[src/include/gyro_cfg_pkg.sv]
// Shared constants and types for the rate filter configuration block.
package gyro_cfg_pkg;

  localparam logic [7:0] ADDR_RATE_DIVIDER = 8'h19;
  localparam logic [7:0] ADDR_FILTER_SYNC = 8'h1A;
  localparam logic [7:0] ADDR_RATE_RANGE = 8'h1B;

  localparam logic [7:0] RESET_RATE_DIVIDER = 8'h00;
  localparam logic [7:0] RESET_FILTER_SYNC = 8'h00;
  localparam logic [7:0] RESET_RATE_RANGE = 8'h00;
  localparam logic [7:0] READ_UNMAPPED = 8'h00;

  // Bit 7 of the filter register and bit 2 of the range register read as zero.
  localparam logic [7:0] FILTER_SYNC_MASK = 8'h7F;
  localparam logic [7:0] RATE_RANGE_MASK = 8'hFB;

  localparam int POLICY_BIT = 6;
  localparam int SYNC_LSB = 3;
  localparam int LOWPASS_LSB = 0;
  localparam int SELFTEST_LSB = 5;
  localparam int RANGE_LSB = 3;
  localparam int BYPASS_LSB = 0;

  localparam logic [2:0] SYNC_OFF = 3'h0;
  localparam logic [2:0] SYNC_TEMP = 3'h1;
  localparam logic [2:0] SYNC_X = 3'h2;
  localparam logic [2:0] SYNC_Y = 3'h3;
  localparam logic [2:0] SYNC_Z = 3'h4;

  localparam logic [1:0] BYPASS_NONE = 2'h0;
  localparam logic [1:0] BYPASS_NARROW = 2'h2;
  localparam logic [2:0] LOWPASS_WIDE = 3'h0;
  localparam logic [2:0] LOWPASS_FAST = 3'h7;

  localparam logic [11:0] BASE_SCALE_DPS = 12'h0FA;

  localparam int CLK_PERIOD_NS = 10;
  localparam int PERIOD_1K_NS = 1000000;
  localparam int PERIOD_8K_NS = 125000;
  localparam int PERIOD_32K_NS = 31250;
  localparam int CYCLES_1K = PERIOD_1K_NS / CLK_PERIOD_NS;
  localparam int CYCLES_8K = PERIOD_8K_NS / CLK_PERIOD_NS;
  localparam int CYCLES_32K = PERIOD_32K_NS / CLK_PERIOD_NS;

  typedef enum logic [1:0] {RATE_32K, RATE_8K, RATE_1K} rate_class_t;

  typedef struct packed {
    logic [15:0] temp;
    logic [15:0] x;
    logic [15:0] y;
    logic [15:0] z;
  } sample_t;

  typedef struct packed {
    logic [13:0] rate_bw_hz;
    logic [12:0] temp_bw_hz;
    logic [5:0] rate_khz;
    logic [11:0] full_scale_dps;
  } filter_status_t;

endpackage

[src/design/queue_writer.sv]
// Byte sequencer that pushes one output sample into the external sample queue.
`timescale 1ns/100ps
`default_nettype none

module queue_writer (
  // Clock and reset
  input wire logic ref_clk_in,
  input wire logic reset_in,
  // Sample hand-off
  input wire logic start_in,
  input wire gyro_cfg_pkg::sample_t sample_in,
  input wire logic [3:0] enable_in,
  input wire logic discard_when_full_in,
  // Queue write side
  input wire logic queue_full_in,
  output logic queue_write_out,
  output logic [7:0] queue_data_out,
  output logic queue_overwrite_out
);
  import gyro_cfg_pkg::*;

  typedef enum logic [1:0] {WRITER_IDLE, WRITER_HIGH, WRITER_LOW} writer_state_t;

  writer_state_t state;
  logic [1:0] chan;
  sample_t held;
  logic [3:0][15:0] words;
  logic chan_on;
  logic blocked;

  // Index 3 is temperature, then x, y, z down to index 0.
  assign words = held;
  assign chan_on = enable_in[chan];
  assign blocked = queue_full_in && discard_when_full_in;

  // A new sample restarts the walk; at the fastest setting there are thousands of idle cycles.
  always_ff @(posedge ref_clk_in or posedge reset_in) begin
    if (reset_in) begin
      state <= WRITER_IDLE;
      chan <= 2'h3;
      held <= '0;
    end else if (start_in) begin
      state <= WRITER_HIGH;
      chan <= 2'h3;
      held <= sample_in;
    end else begin
      case (state)
        WRITER_HIGH: begin
          state <= WRITER_LOW;
        end
        WRITER_LOW: begin
          if (chan == 2'h0) begin
            state <= WRITER_IDLE;
          end else begin
            state <= WRITER_HIGH;
          end
          chan <= chan - 2'h1;
        end
        default: begin
          state <= WRITER_IDLE;
        end
      endcase
    end
  end

  always_ff @(posedge ref_clk_in or posedge reset_in) begin
    if (reset_in) begin
      queue_write_out <= 1'b0;
      queue_data_out <= 8'h00;
      queue_overwrite_out <= 1'b0;
    end else begin
      queue_write_out <= 1'b0;
      queue_overwrite_out <= 1'b0;
      if (!start_in && state != WRITER_IDLE && chan_on) begin // [RL11]
        queue_write_out <= !blocked; // [RL4]
        queue_overwrite_out <= queue_full_in && !discard_when_full_in; // [RL4]
        queue_data_out <= (state == WRITER_HIGH) ? words[chan][15:8] : words[chan][7:0]; // [RL11]
      end
    end
  end
endmodule

`default_nettype wire

[src/design/gyro_rate_filter_config.sv]
// Sample timing, filter selection, range and frame-sync insertion for a rate sensor.
//
// Overview of operation
// [RL1] Output rate is internal rate over divider plus one.
// [RL2] Divider only acts with bypass 00, selection 1..6.
// [RL3] Divided rate updates outputs and feeds queue.
// [RL4] Full queue: policy one discards, zero overwrites oldest.
// [RL5] Sync placement picks temperature, x, y, z bit.
// [RL6] Frame-sync toggles latched, captured on sample strobe.
// [RL7] Rate and temperature filtered per selection and bypass.
// [RL8] Bypass codes run at 32 kHz, wide bandwidth.
// [RL9] Bypass 00 selections give table bandwidths and rates.
// [RL10] Range field picks 250 to 2000 dps.
// [RL11] Enabled channel bytes queued once per sample.
// [RL12] Ineffective divider leaves internal rate unchanged.
// [RL13] Host writes zero to reserved and top bits.
`timescale 1ns/100ps
`default_nettype none

module gyro_rate_filter_config #(
  parameter int PERIOD_1K_CYCLES = gyro_cfg_pkg::CYCLES_1K,
  parameter int PERIOD_8K_CYCLES = gyro_cfg_pkg::CYCLES_8K
) (
  // Clock and reset
  input wire logic ref_clk_in,
  input wire logic reset_in,
  // Register port
  input wire logic [7:0] reg_addr_in,
  input wire logic reg_write_in,
  input wire logic [7:0] reg_wdata_in,
  input wire logic reg_read_in,
  output logic [7:0] reg_rdata_out,
  // Sensor data and frame sync
  input wire gyro_cfg_pkg::sample_t raw_sample_in,
  input wire logic frame_sync_in,
  // Sample queue
  input wire logic [3:0] queue_enable_in,
  input wire logic queue_full_in,
  output logic queue_write_out,
  output logic [7:0] queue_data_out,
  output logic queue_overwrite_out,
  // Sample outputs and status
  output logic sample_strobe_out,
  output gyro_cfg_pkg::sample_t sample_out,
  output gyro_cfg_pkg::filter_status_t filter_status_out,
  output logic [2:0] selftest_out
);
  import gyro_cfg_pkg::*;

  logic [7:0] rate_divider;
  logic [7:0] filter_sync_config;
  logic [7:0] rate_range_config;

  logic discard_when_full;
  logic [2:0] sync_placement;
  logic [2:0] lowpass_select;
  logic [1:0] range_select;
  logic [1:0] filter_bypass_code;
  rate_class_t rate_class;
  logic divider_effective;

  logic [16:0] tick_cnt;
  logic [16:0] period_last;
  logic tick;
  logic [7:0] div_cnt;
  logic next_strobe;

  logic sync_meta;
  logic sync_level;
  logic sync_prev;
  logic sync_edge;
  logic frame_sync_seen;
  logic sync_bit;
  sample_t next_sample;
  filter_status_t next_status;

  assign discard_when_full = filter_sync_config[POLICY_BIT];
  assign sync_placement = filter_sync_config[SYNC_LSB +: 3];
  assign lowpass_select = filter_sync_config[LOWPASS_LSB +: 3];
  assign range_select = rate_range_config[RANGE_LSB +: 2];
  assign filter_bypass_code = rate_range_config[BYPASS_LSB +: 2];

  // Registers; reserved bits are dropped on write so they always read zero.
  always_ff @(posedge ref_clk_in or posedge reset_in) begin
    if (reset_in) begin
      rate_divider <= RESET_RATE_DIVIDER;
      filter_sync_config <= RESET_FILTER_SYNC;
      rate_range_config <= RESET_RATE_RANGE;
    end else if (reg_write_in) begin
      if (reg_addr_in == ADDR_RATE_DIVIDER) begin
        rate_divider <= reg_wdata_in;
      end else if (reg_addr_in == ADDR_FILTER_SYNC) begin
        filter_sync_config <= reg_wdata_in & FILTER_SYNC_MASK; // [RL13]
      end else if (reg_addr_in == ADDR_RATE_RANGE) begin
        rate_range_config <= reg_wdata_in & RATE_RANGE_MASK; // [RL13]
      end
    end
  end

  always_ff @(posedge ref_clk_in or posedge reset_in) begin
    if (reset_in) begin
      reg_rdata_out <= READ_UNMAPPED;
    end else if (reg_read_in) begin
      if (reg_addr_in == ADDR_RATE_DIVIDER) begin
        reg_rdata_out <= rate_divider;
      end else if (reg_addr_in == ADDR_FILTER_SYNC) begin
        reg_rdata_out <= filter_sync_config;
      end else if (reg_addr_in == ADDR_RATE_RANGE) begin
        reg_rdata_out <= rate_range_config;
      end else begin
        reg_rdata_out <= READ_UNMAPPED;
      end
    end
  end

  // Internal rate class follows bypass first, then the low-pass selection.
  always_comb begin
    if (filter_bypass_code != BYPASS_NONE) begin
      rate_class = RATE_32K; // [RL8]
    end else if (lowpass_select == LOWPASS_WIDE || lowpass_select == LOWPASS_FAST) begin
      rate_class = RATE_8K; // [RL9]
    end else begin
      rate_class = RATE_1K; // [RL9]
    end
  end

  assign divider_effective = (rate_class == RATE_1K); // [RL2]

  always_comb begin
    case (rate_class)
      RATE_32K: period_last = 17'(CYCLES_32K - 1);
      RATE_8K: period_last = 17'(PERIOD_8K_CYCLES - 1);
      default: period_last = 17'(PERIOD_1K_CYCLES - 1);
    endcase
  end

  // The count restarts at once if a mode change moves the period end to or below the count.
  always_ff @(posedge ref_clk_in or posedge reset_in) begin
    if (reset_in) begin
      tick_cnt <= 17'h00000;
      tick <= 1'b0;
    end else if (tick_cnt >= period_last) begin
      tick_cnt <= 17'h00000;
      tick <= 1'b1;
    end else begin
      tick_cnt <= tick_cnt + 17'h00001;
      tick <= 1'b0;
    end
  end

  assign next_strobe = tick && (!divider_effective || div_cnt >= rate_divider); // [RL1] [RL12]

  always_ff @(posedge ref_clk_in or posedge reset_in) begin
    if (reset_in) begin
      div_cnt <= 8'h00;
    end else if (tick) begin
      if (next_strobe) begin
        div_cnt <= 8'h00; // [RL1]
      end else begin
        div_cnt <= div_cnt + 8'h01; // [RL1]
      end
    end
  end

  // Frame sync is a pin: two flops first, edges are taken only after the second.
  always_ff @(posedge ref_clk_in or posedge reset_in) begin
    if (reset_in) begin
      sync_meta <= 1'b0;
      sync_level <= 1'b0;
      sync_prev <= 1'b0;
    end else begin
      sync_meta <= frame_sync_in;
      sync_level <= sync_meta;
      sync_prev <= sync_level;
    end
  end

  assign sync_edge = sync_level ^ sync_prev;
  assign sync_bit = frame_sync_seen | sync_edge; // [RL6]

  // A toggle in the strobe cycle is kept for the following sample, so set wins.
  always_ff @(posedge ref_clk_in or posedge reset_in) begin
    if (reset_in) begin
      frame_sync_seen <= 1'b0;
    end else if (sync_edge) begin
      frame_sync_seen <= 1'b1; // [RL6]
    end else if (next_strobe) begin
      frame_sync_seen <= 1'b0; // [RL6]
    end
  end

  always_comb begin
    next_sample = raw_sample_in;
    case (sync_placement)
      SYNC_TEMP: next_sample.temp[0] = sync_bit; // [RL5]
      SYNC_X: next_sample.x[0] = sync_bit; // [RL5]
      SYNC_Y: next_sample.y[0] = sync_bit; // [RL5]
      SYNC_Z: next_sample.z[0] = sync_bit; // [RL5]
      default: next_sample = raw_sample_in;
    endcase
  end

  always_ff @(posedge ref_clk_in or posedge reset_in) begin
    if (reset_in) begin
      sample_strobe_out <= 1'b0;
      sample_out <= '0;
    end else begin
      sample_strobe_out <= next_strobe; // [RL3]
      if (next_strobe) begin
        sample_out <= next_sample; // [RL3]
      end
    end
  end

  // Filter bandwidths for the rate and temperature paths.
  always_comb begin
    next_status.full_scale_dps = BASE_SCALE_DPS << range_select; // [RL10]
    next_status.rate_khz = 6'h01;
    if (filter_bypass_code[0]) begin
      next_status.rate_bw_hz = 14'h1FED; // [RL8]
      next_status.temp_bw_hz = 13'h0FA0; // [RL7]
      next_status.rate_khz = 6'h20;
    end else if (filter_bypass_code == BYPASS_NARROW) begin
      next_status.rate_bw_hz = 14'h0CD1; // [RL8]
      next_status.temp_bw_hz = 13'h0FA0; // [RL7]
      next_status.rate_khz = 6'h20;
    end else begin
      case (lowpass_select) // [RL9] [RL7]
        3'h0: begin
          next_status.rate_bw_hz = 14'h00FA;
          next_status.temp_bw_hz = 13'h0FA0;
          next_status.rate_khz = 6'h08;
        end
        3'h1: begin
          next_status.rate_bw_hz = 14'h00B0;
          next_status.temp_bw_hz = 13'h00BC;
        end
        3'h2: begin
          next_status.rate_bw_hz = 14'h005C;
          next_status.temp_bw_hz = 13'h0062;
        end
        3'h3: begin
          next_status.rate_bw_hz = 14'h0029;
          next_status.temp_bw_hz = 13'h002A;
        end
        3'h4: begin
          next_status.rate_bw_hz = 14'h0014;
          next_status.temp_bw_hz = 13'h0014;
        end
        3'h5: begin
          next_status.rate_bw_hz = 14'h000A;
          next_status.temp_bw_hz = 13'h000A;
        end
        3'h6: begin
          next_status.rate_bw_hz = 14'h0005;
          next_status.temp_bw_hz = 13'h0005;
        end
        default: begin
          next_status.rate_bw_hz = 14'h0CD1;
          next_status.temp_bw_hz = 13'h0FA0;
          next_status.rate_khz = 6'h08;
        end
      endcase
    end
  end

  always_ff @(posedge ref_clk_in or posedge reset_in) begin
    if (reset_in) begin
      filter_status_out <= '0;
      selftest_out <= 3'h0;
    end else begin
      filter_status_out <= next_status; // [RL7] [RL10]
      selftest_out <= rate_range_config[SELFTEST_LSB +: 3];
    end
  end

  queue_writer i_queue_writer (
    .ref_clk_in(ref_clk_in),
    .reset_in(reset_in),
    .start_in(next_strobe), // [RL3]
    .sample_in(next_sample),
    .enable_in(queue_enable_in),
    .discard_when_full_in(discard_when_full), // [RL4]
    .queue_full_in(queue_full_in),
    .queue_write_out(queue_write_out),
    .queue_data_out(queue_data_out),
    .queue_overwrite_out(queue_overwrite_out)
  );
endmodule

`default_nettype wire

[config.mk]
export PLATFORM = sky130hd
export DESIGN_NAME = gyro_rate_filter_config
export DESIGN_NICKNAME = d
export VERILOG_FILES = /design/src/include/gyro_cfg_pkg.sv /design/src/design/queue_writer.sv /design/src/design/gyro_rate_filter_config.sv
export SDC_FILE = /design/constraint.sdc
export NUM_CORES = 1
export LEC_CHECK = 0
export BUFFER_PORTS_ARGS = -buffer_cell sky130_fd_sc_hd__buf_4
export CORE_MARGIN = 3
export CORE_UTILIZATION = 45
export CTS_CLUSTER_DIAMETER = 100
export DETAILED_ROUTE_END_ITERATION = 12
export PLACE_DENSITY_LB_ADDON = 0.12
export SYNTH_ARGS = -nofsm -noshare
export SYNTH_HDL_FRONTEND = slang
export SYNTH_SLANG_ARGS = --single-unit
[constraint.sdc]
create_clock -name ref_clk_in -period 7.4 [get_ports ref_clk_in]
set_clock_uncertainty 0.1 [all_clocks]
set_input_delay 1.48 -clock ref_clk_in [delete_from_list [all_inputs] [get_ports ref_clk_in]]
set_output_delay 1.48 -clock ref_clk_in [all_outputs]
set_load 0.02 [all_outputs]
==> results of run 1 <==
==> cells in the final DEF, fill, tap and decap left out, types with 10 or more instances in the layout <==
cell type | Yosys | final
mux2_4 | 24 | 24
nand4_1 | 10 | 10
inv_1 | 38 | 37
mux4_2 | 17 | 17
xnor2_1 | 10 | 10
nand2_1 | 20 | 20
nor2_1 | 33 | 33
xor2_1 | 12 | 12
buf_4 | 15 | 215
clkbuf_16 | 0 | 17
mux2_2 | 86 | 86
nand3_1 | 13 | 13
dfrtp_1 | 170 | 170
ha_1 | 25 | 25
o21ai_0 | 16 | 16
==> registers in the layout, summed over array words and instances, names as in the netlist, 2 cells and up <==
name                           flops
rate_range_config                  7
rate_divider                       8
filter_status_out                 30
sample_out                        16
i_queue_writer.chan                2
i_queue_writer.held               48
i_queue_writer.queue_data_out      8
div_cnt                            8
tick_cnt                          17
i_queue_writer.state               2
reg_rdata_out                      8
selftest_out                       3
filter_sync_config                 7
==> worst max-delay path: stages (launching register included) <==
cell	delay [ns]
dfrtp_1	0.47
nor2_4	0.27
inv_2	0.17
nor3b_4	0.37
nand3_2	0.20
o21ai_4	0.82
inv_2	0.76
mux2_4	0.50
==> cells by family (layout without fill, tap and decap cells) <==
kind of cell	Yosys count	after routing	share of synthesized area
buffers and inverters	80	286	0.04965
xor gates and xnor gates	22	22	0.02420
adders and majority gates	25	25	0.03928
muxes	128	128	0.2162
AOI/OAI and AO/OA	60	60	0.04950
and+or+nand+nor	119	119	0.07935
other	2	8	0.0009432
DFF	172	172	0.5409
==> metal layers <==
| layer | GRT usage | up-vias | part of all wire | wire [um] |
|---|---|---|---|---|
| li1 | - | 2517 | - | - |
| met1 | 0.2547 | 2761 | 0.43 | 7850 |
| met2 | 0.3217 | 173 | 0.50 | 9182 |
| met3 | 0.05655 | 16 | 0.064 | 1191 |
| met4 | 0.05046 | 0 | 0.013 | 243 |
| met5 | 0 | - | 0 | 0 |
==> Yosys cell counts (3+ instances only) <==
library cell and instances:
ha_1 25, xnor2_1 10, buf_6 4, nand3_1 13, buf_2 7, xor2_1 12
nand2b_1 4, o22ai_1 7, nor3b_1 5, or2_2 3, o31ai_1 3, and3_1 4
inv_1 38, o21ai_0 16, buf_4 15, a22oi_1 6, nor3_1 9, a31oi_1 4
nor2b_1 5, nand2_1 20, a21o_1 3, nand4_1 10, a21oi_1 9, clkbuf_1 13
dfrtp_1 170, mux4_2 17, mux2_4 24, nor2_1 33, mux2_2 86
==> power breakdown <==
group          switching [uW]  internal, uW
Combinational             136           125
Clock                     356           580
Sequential               37.6           980
Total                     529          1690
==> worst max path at each step <==
stage | slack, ns | to
finish | 3.58 | i_queue_writer.held[62]$_DFFE_PP0N_
global route | 3.27 | i_queue_writer.held[43]$_DFFE_PP0N_
CTS | 3.49 | i_queue_writer.held[49]$_DFFE_PP0N_
detailed placement | 3.51 | i_queue_writer.held[49]$_DFFE_PP0N_
global placement | 3.58 | i_queue_writer.held[63]$_DFFE_PP0N_
floorplan | 1.16 | div_cnt[0]$_DFFE_PP0P_
==> area by class of cell <==
class	instances	area (um2)
clock buffers	20	456.7
clock inverters	11	165.2
fillers	1428	7034
inverters	40	155.1
multi-input cells	362	3283
flip-flops and latches	172	4307
well taps	225	281.5
repair buffers	215	1614
==> stage by stage <==
| step | instances | power (uW) | worst slack (ns) | instance area [um2] | util |
|---|---|---|---|---|---|
| finish | 1045 | 2215 | 3.578 | 10260 | 0.5933 |
| global route | 1045 | 2312 | 3.266 | 10260 | 0.5933 |
| CTS | 1045 | 2238 | 3.491 | 10260 | 0.5933 |
| detailed placement | 1014 | 1298 | 3.509 | 9641 | 0.5574 |
| global placement | 1014 | 1290 | 3.579 | 9641 | 0.5574 |
| floorplan | 614 | 1187 | 1.163 | 7985 | - |
==> impl_results.md, run 1 <==
* N_diodes at 0
* Crit path required time at 7.60 ns
* Asr flop ratio synth at 1.000
* Tot GR Track Use at 0.1948
* Hold EP: sync_level$_DFF_PP0_
* Critical path type: reg -> reg
* DP HPWL at 13.50 mm
* Pins Over Slew Limit at 0
* Syn avg cell area at 13.10 um2
* Synth Register Bits at 172
* Leak at 0.005027 uW
* Antenna Nets Post-Route at 0
* Via density at 5.232
* CP Launch Type: register
* Vias in the first global route at 5,776
* Drt first pass iters at 4
* DRT Wirelength at 18.47 mm
* GPL Wtd Cong at 0.7977
* Worst Setup SP: rate_range_config[1]$_DFFE_PP0P_
* Final Hold Vio Count at 0
* Netlist cell types at 55
* Core ar. at 17,300 um2
* Sequential fraction of the synthesis area at 0.5409
* Number of post-CTS setup repair buffers at 0
* Die area at 19,330 um2
* Post-cts resize count at 0
* Post-CTS Hold Buffers at 0
* Setup-failing EPs final at 0
* RSZ-0062 raised after global routing: false
* Total number of vias at 5,467
* Reg2reg setup slack at 3.58 ns
* Hold Path Class: reg -> reg
* Synth Instances at 608
* MaxCap Viol Count at 0
* Relative slew slack at 0.1762
* DRC violations left at 0
* Total CTS buffers at 17
* Die X at 139.0 um
* Initial antenna violation count at 0
* Reg2reg path depth at 7
* Max FO, Critical Path at 47
* RR Startpoint: rate_range_config[1]$_DFFE_PP0P_
* Area share of the largest cell type after synthesis at 0.5343
* CTS H-tree depth at 4
* Crit share post-route at 0.5165
* Clock transition at path regs at 0.06 ns
* Area delta synth->final at 28.88%
* Max Buffers Root-to-Sink at 2
* Hold path cells at 0
* Final net count at 923
* WHS at 0.2587 ns
* Synth warnings at 0
* Pwr Density at 215.8 nW/um2
* Worst Setup End Kind: register
* I/O pins at 221
* Worst-Margin Slew at 1.234 ns
* Tmin final at 3.822 ns
* Setup total negative slack at 0 ns
* Wirelength per Cell at 17.67 um
* CTS tree: done
* Global-route wire length before repair at 30.39 mm
* Largest cells by area after synthesis: dfrtp_1 (53%), mux2_2 (12%), mux4_2 (4.8%)
* I/O Buffers at 213
* Max frequency at 0.2617 GHz
* Critical Path AT at 4.02 ns
* Synth Cell Area at 7963 um2
* IR drop worst, VDD at 0.1682 mV
* Starting DRT DRC Count at 290
* Status: completed
* Root buf cell: clkbuf_16
* Total gr overflow at 0
* Number of enable flip-flop cells after synthesis at 0
* Clk sinks at 172
* Worst-Skew Late Latency at 0.42 ns
* Largest net degree at the start of global routing at 102
* Initial Utilization at 0.4604
* Hold path startpoint: sync_meta$_DFF_PP0_
* Num rows at 48
* Yosys top cell by area: dfrtp_1
* Die Ht at 139.0 um
* Ys flop type: dfrtp_1
* FF-to-FF End: i_queue_writer.held[62]$_DFFE_PP0N_
* Layout cell share with drive strength beyond 1 at 0.4720
Power figures use the tool's default switching activity.
==> inputs of run 2 (changes only) <==
--- a/config.mk
+++ b/config.mk
@@ -5,6 +5,7 @@
 export SDC_FILE = /design/constraint.sdc
 export NUM_CORES = 1
 export LEC_CHECK = 0
+export ABC_AREA = 1
 export BUFFER_PORTS_ARGS = -buffer_cell sky130_fd_sc_hd__buf_4
 export CORE_MARGIN = 3
 export CORE_UTILIZATION = 45
==> constraint.sdc (replaced) <==
create_clock -name ref_clk_in -period 3.6 [get_ports ref_clk_in]
set_clock_uncertainty 0.1 [all_clocks]
set_input_delay 0.72 -clock ref_clk_in [delete_from_list [all_inputs] [get_ports ref_clk_in]]
set_output_delay 0.72 -clock ref_clk_in [all_outputs]
set_load 0.02 [all_outputs]
==> run 2 against run 1 <==
  * Sequential power rose by 110%
  * Global-route usage rose by 2.7 points
  * Combinational power rose by 130%
  * Synthesized cell count rose by 61%
  * Sequential share of layout area fell by 0.85 points
  * Wire length rose by 19%
  * Core utilization rose by 0.61 points
  * Power rose by 110%
  * Worst hold slack improved by 0.027 ns
  * Die area rose by 2.1%
  * First-iteration DRC count rose by 67%
  * Largest power group unchanged
==> impl_results.md, run 2 <==
* Core ar. at 17,480 um2
* MaxCap Viol Count at 0
* Regs by FF count: i_queue_writer.held (48), filter_status_out (30), tick_cnt (17)
* Max Buffers Root-to-Sink at 2
* CTS H-tree depth at 4
* Post-route cell area at 10,480 um2
* Setup WS pre-CTS at 0.8502 ns
* Initial Utilization at 0.4657
* Post-CTS Hold Buffers at 0
* Dominant cell by count in the synthesized netlist: nand2_1
* Asr flop ratio synth at 1.000
* Largest Register: i_queue_writer.held
* RSZ-0062 raised after global routing: false
* Clk sinks at 172
* Starting DRT DRC Count at 483
* Synth warnings at 0
* Critical Path AT at 2.97 ns
* Hold Path Class: reg -> reg
* Clock share of power at 0.426
* Commonest non-fill, non-tap cell in the layout: nand2_1
* I/O pins at 221
* Pwr Density at 452.8 nW/um2
* Most frequent cells in the layout: nand2_1 (367), buf_4 (216), dfrtp_1 (170)
* NetSw at 1269 uW
* Status: completed
* DRC violations left at 0
* Relative slew slack at 0.4894
* Fillers at 1,576
* Crit share post-route at 0.7661
* Total CTS buffers at 17
* DRT Wirelength at 21.90 mm
* Syn avg cell area at 8.314 um2
* Sequential fraction of the synthesis area at 0.5291
* Tmin final at 2.758 ns
* Total gr overflow at 0
* Largest cells by area after synthesis: dfrtp_1 (52%), nand2_1 (17%), nand3_1 (5.9%)
* IR drop worst, VDD at 0.3442 mV
* Area share of the largest cell type after synthesis at 0.5227
* Netlist cell types at 42
* Critical path type: reg -> reg
* Post-cts resize count at 0
* Synth Register Bits at 172
* Max FO, Critical Path at 18
* Synth Cell Area at 8139 um2
* Largest net degree at the start of global routing at 73
* Commonest cells in the netlist: nand2_1 (368), dfrtp_1 (170), nand3_1 (96)
* Die Ht at 140.5 um
* Pins Over Slew Limit at 0
* Area delta synth->final at 28.70%
* Die X at 140.5 um
* Setup-failing EPs final at 0
* CTS tree: done
* Worst Setup End Kind: register
* Reg power frac at 0.448
* Global-route wire length before repair at 35.25 mm
* Worst-Skew Late Latency at 0.43 ns
* Wirelength per Cell at 15.53 um
* Setup total negative slack at 0 ns
* Num rows at 48
* Synth Instances at 979
* Worst-Margin Slew at 0.7660 ns
* Tot GR Track Use at 0.2218
* Final WS setup at 0.8421 ns
* Cell Area, Placed at 9828 um2
* Leak at 0.005384 uW
* Ys flop type: dfrtp_1
* Antenna Nets Post-Route at 0
* I/O Buffers at 213
* Switching Share at 0.2676
* Initial antenna violation count at 0
* GPL Wtd Cong at 0.8284
* Final core occ at 0.5994
* Pint at 3474 uW
* CP Launch Type: register
* Root buf cell: clkbuf_16
* WHS at 0.2861 ns
* Yosys top cell by area: dfrtp_1
* Via density at 5.026
* DP HPWL at 15.93 mm
* Final net count at 1,287
* Die area at 19,740 um2
* Crit path required time at 3.81 ns
* N_diodes at 0
* Final Hold Vio Count at 0
* Clock transition at path regs at 0.07 ns
* Layout cell share with drive strength beyond 1 at 0.2321
* Vias in the first global route at 6,782
* Drt first pass iters at 5
* Max reg flops at 48
* Max frequency at 0.3626 GHz
* Total number of vias at 7,086
* Reg2reg setup slack at 0.84 ns
* Logic pwr share at 0.126
* Number of post-CTS setup repair buffers at 0
* Number of enable flip-flop cells after synthesis at 0
run 2: cell type report:
cell class                      instances  area, um2  area share
Clock buffer                           18      439.2     0.04193
Timing Repair Buffer                  219       1682      0.1605
Sequential cell                       172       4307      0.4111
Multi-Input combinational cell        698       3314      0.3164
Tap cell                              225      281.5     0.02688
Clock inverter                         14      207.7     0.01983
Inverter                               64      244.0     0.02329
run 2: worst paths after layout:
kind,cells past startpoint,end,from
max reg2reg,13,tick_cnt[6]$_DFF_PP0_,rate_range_config[1]$_DFFE_PP0P_
min reg2reg,0,sync_level$_DFF_PP0_,sync_meta$_DFF_PP0_
min in group asynchronous,2,sample_out[2]$_DFFE_PP0N_,reset_in
max in group asynchronous,3,i_queue_writer.chan[1]$_DFFE_PP1P_,reset_in
min,0,sync_level$_DFF_PP0_,sync_meta$_DFF_PP0_
max,13,tick_cnt[6]$_DFF_PP0_,rate_range_config[1]$_DFFE_PP0P_
run 2: logic make-up (layout without fill, tap and decap cells):
logic type,after synthesis,count (layout),synth area share
and+or+nand+nor,585,585,0.2964
DFF,172,172,0.5291
buffers and inverters,115,315,0.06764
AOI/OAI and AO/OA,54,54,0.03782
adders and majority gates,25,25,0.03843
xor gates and xnor gates,19,19,0.02045
muxes,7,7,0.009223
other,2,8,0.0009227
run 2: layer usage:
layer	vias up	global-route usage	share of wire
li1	3470	-	-
met1	3347	0.3180	0.46
met2	247	0.3359	0.45
met3	22	0.06111	0.075
met4	0	0.05507	0.015
met5	-	0	0
run 2: power by group through the flow:
stage	clock [uW]	combinational [uW]	sequential (uW)
global route	2130	667	2140
floorplan	0	330	2180
finish	2020	596	2130
global placement	0	591	2160
CTS	2050	604	2130
detailed placement	0	600	2160
run 2: metrics by stage:
step | power (uW) | cells
after CTS | 4777 | 1410
after global routing | 4934 | 1410
after detailed placement | 2763 | 1378
after floorplan | 2508 | 985
final | 4743 | 1410
after global placement | 2752 | 1378
run 2: critical path, cell delays in order (launching register included):
cell and delay [ns]:
dfrtp_1 0.47, nor2_4 0.29, inv_1 0.23, nor2_1 0.25, inv_1 0.12, ha_1 0.32
nand2_1 0.06, inv_1 0.07, nand3_1 0.06, nor2b_1 0.17, nand3b_1 0.10, nand4_1 0.09
buf_4 0.23, nor2_1 0.07
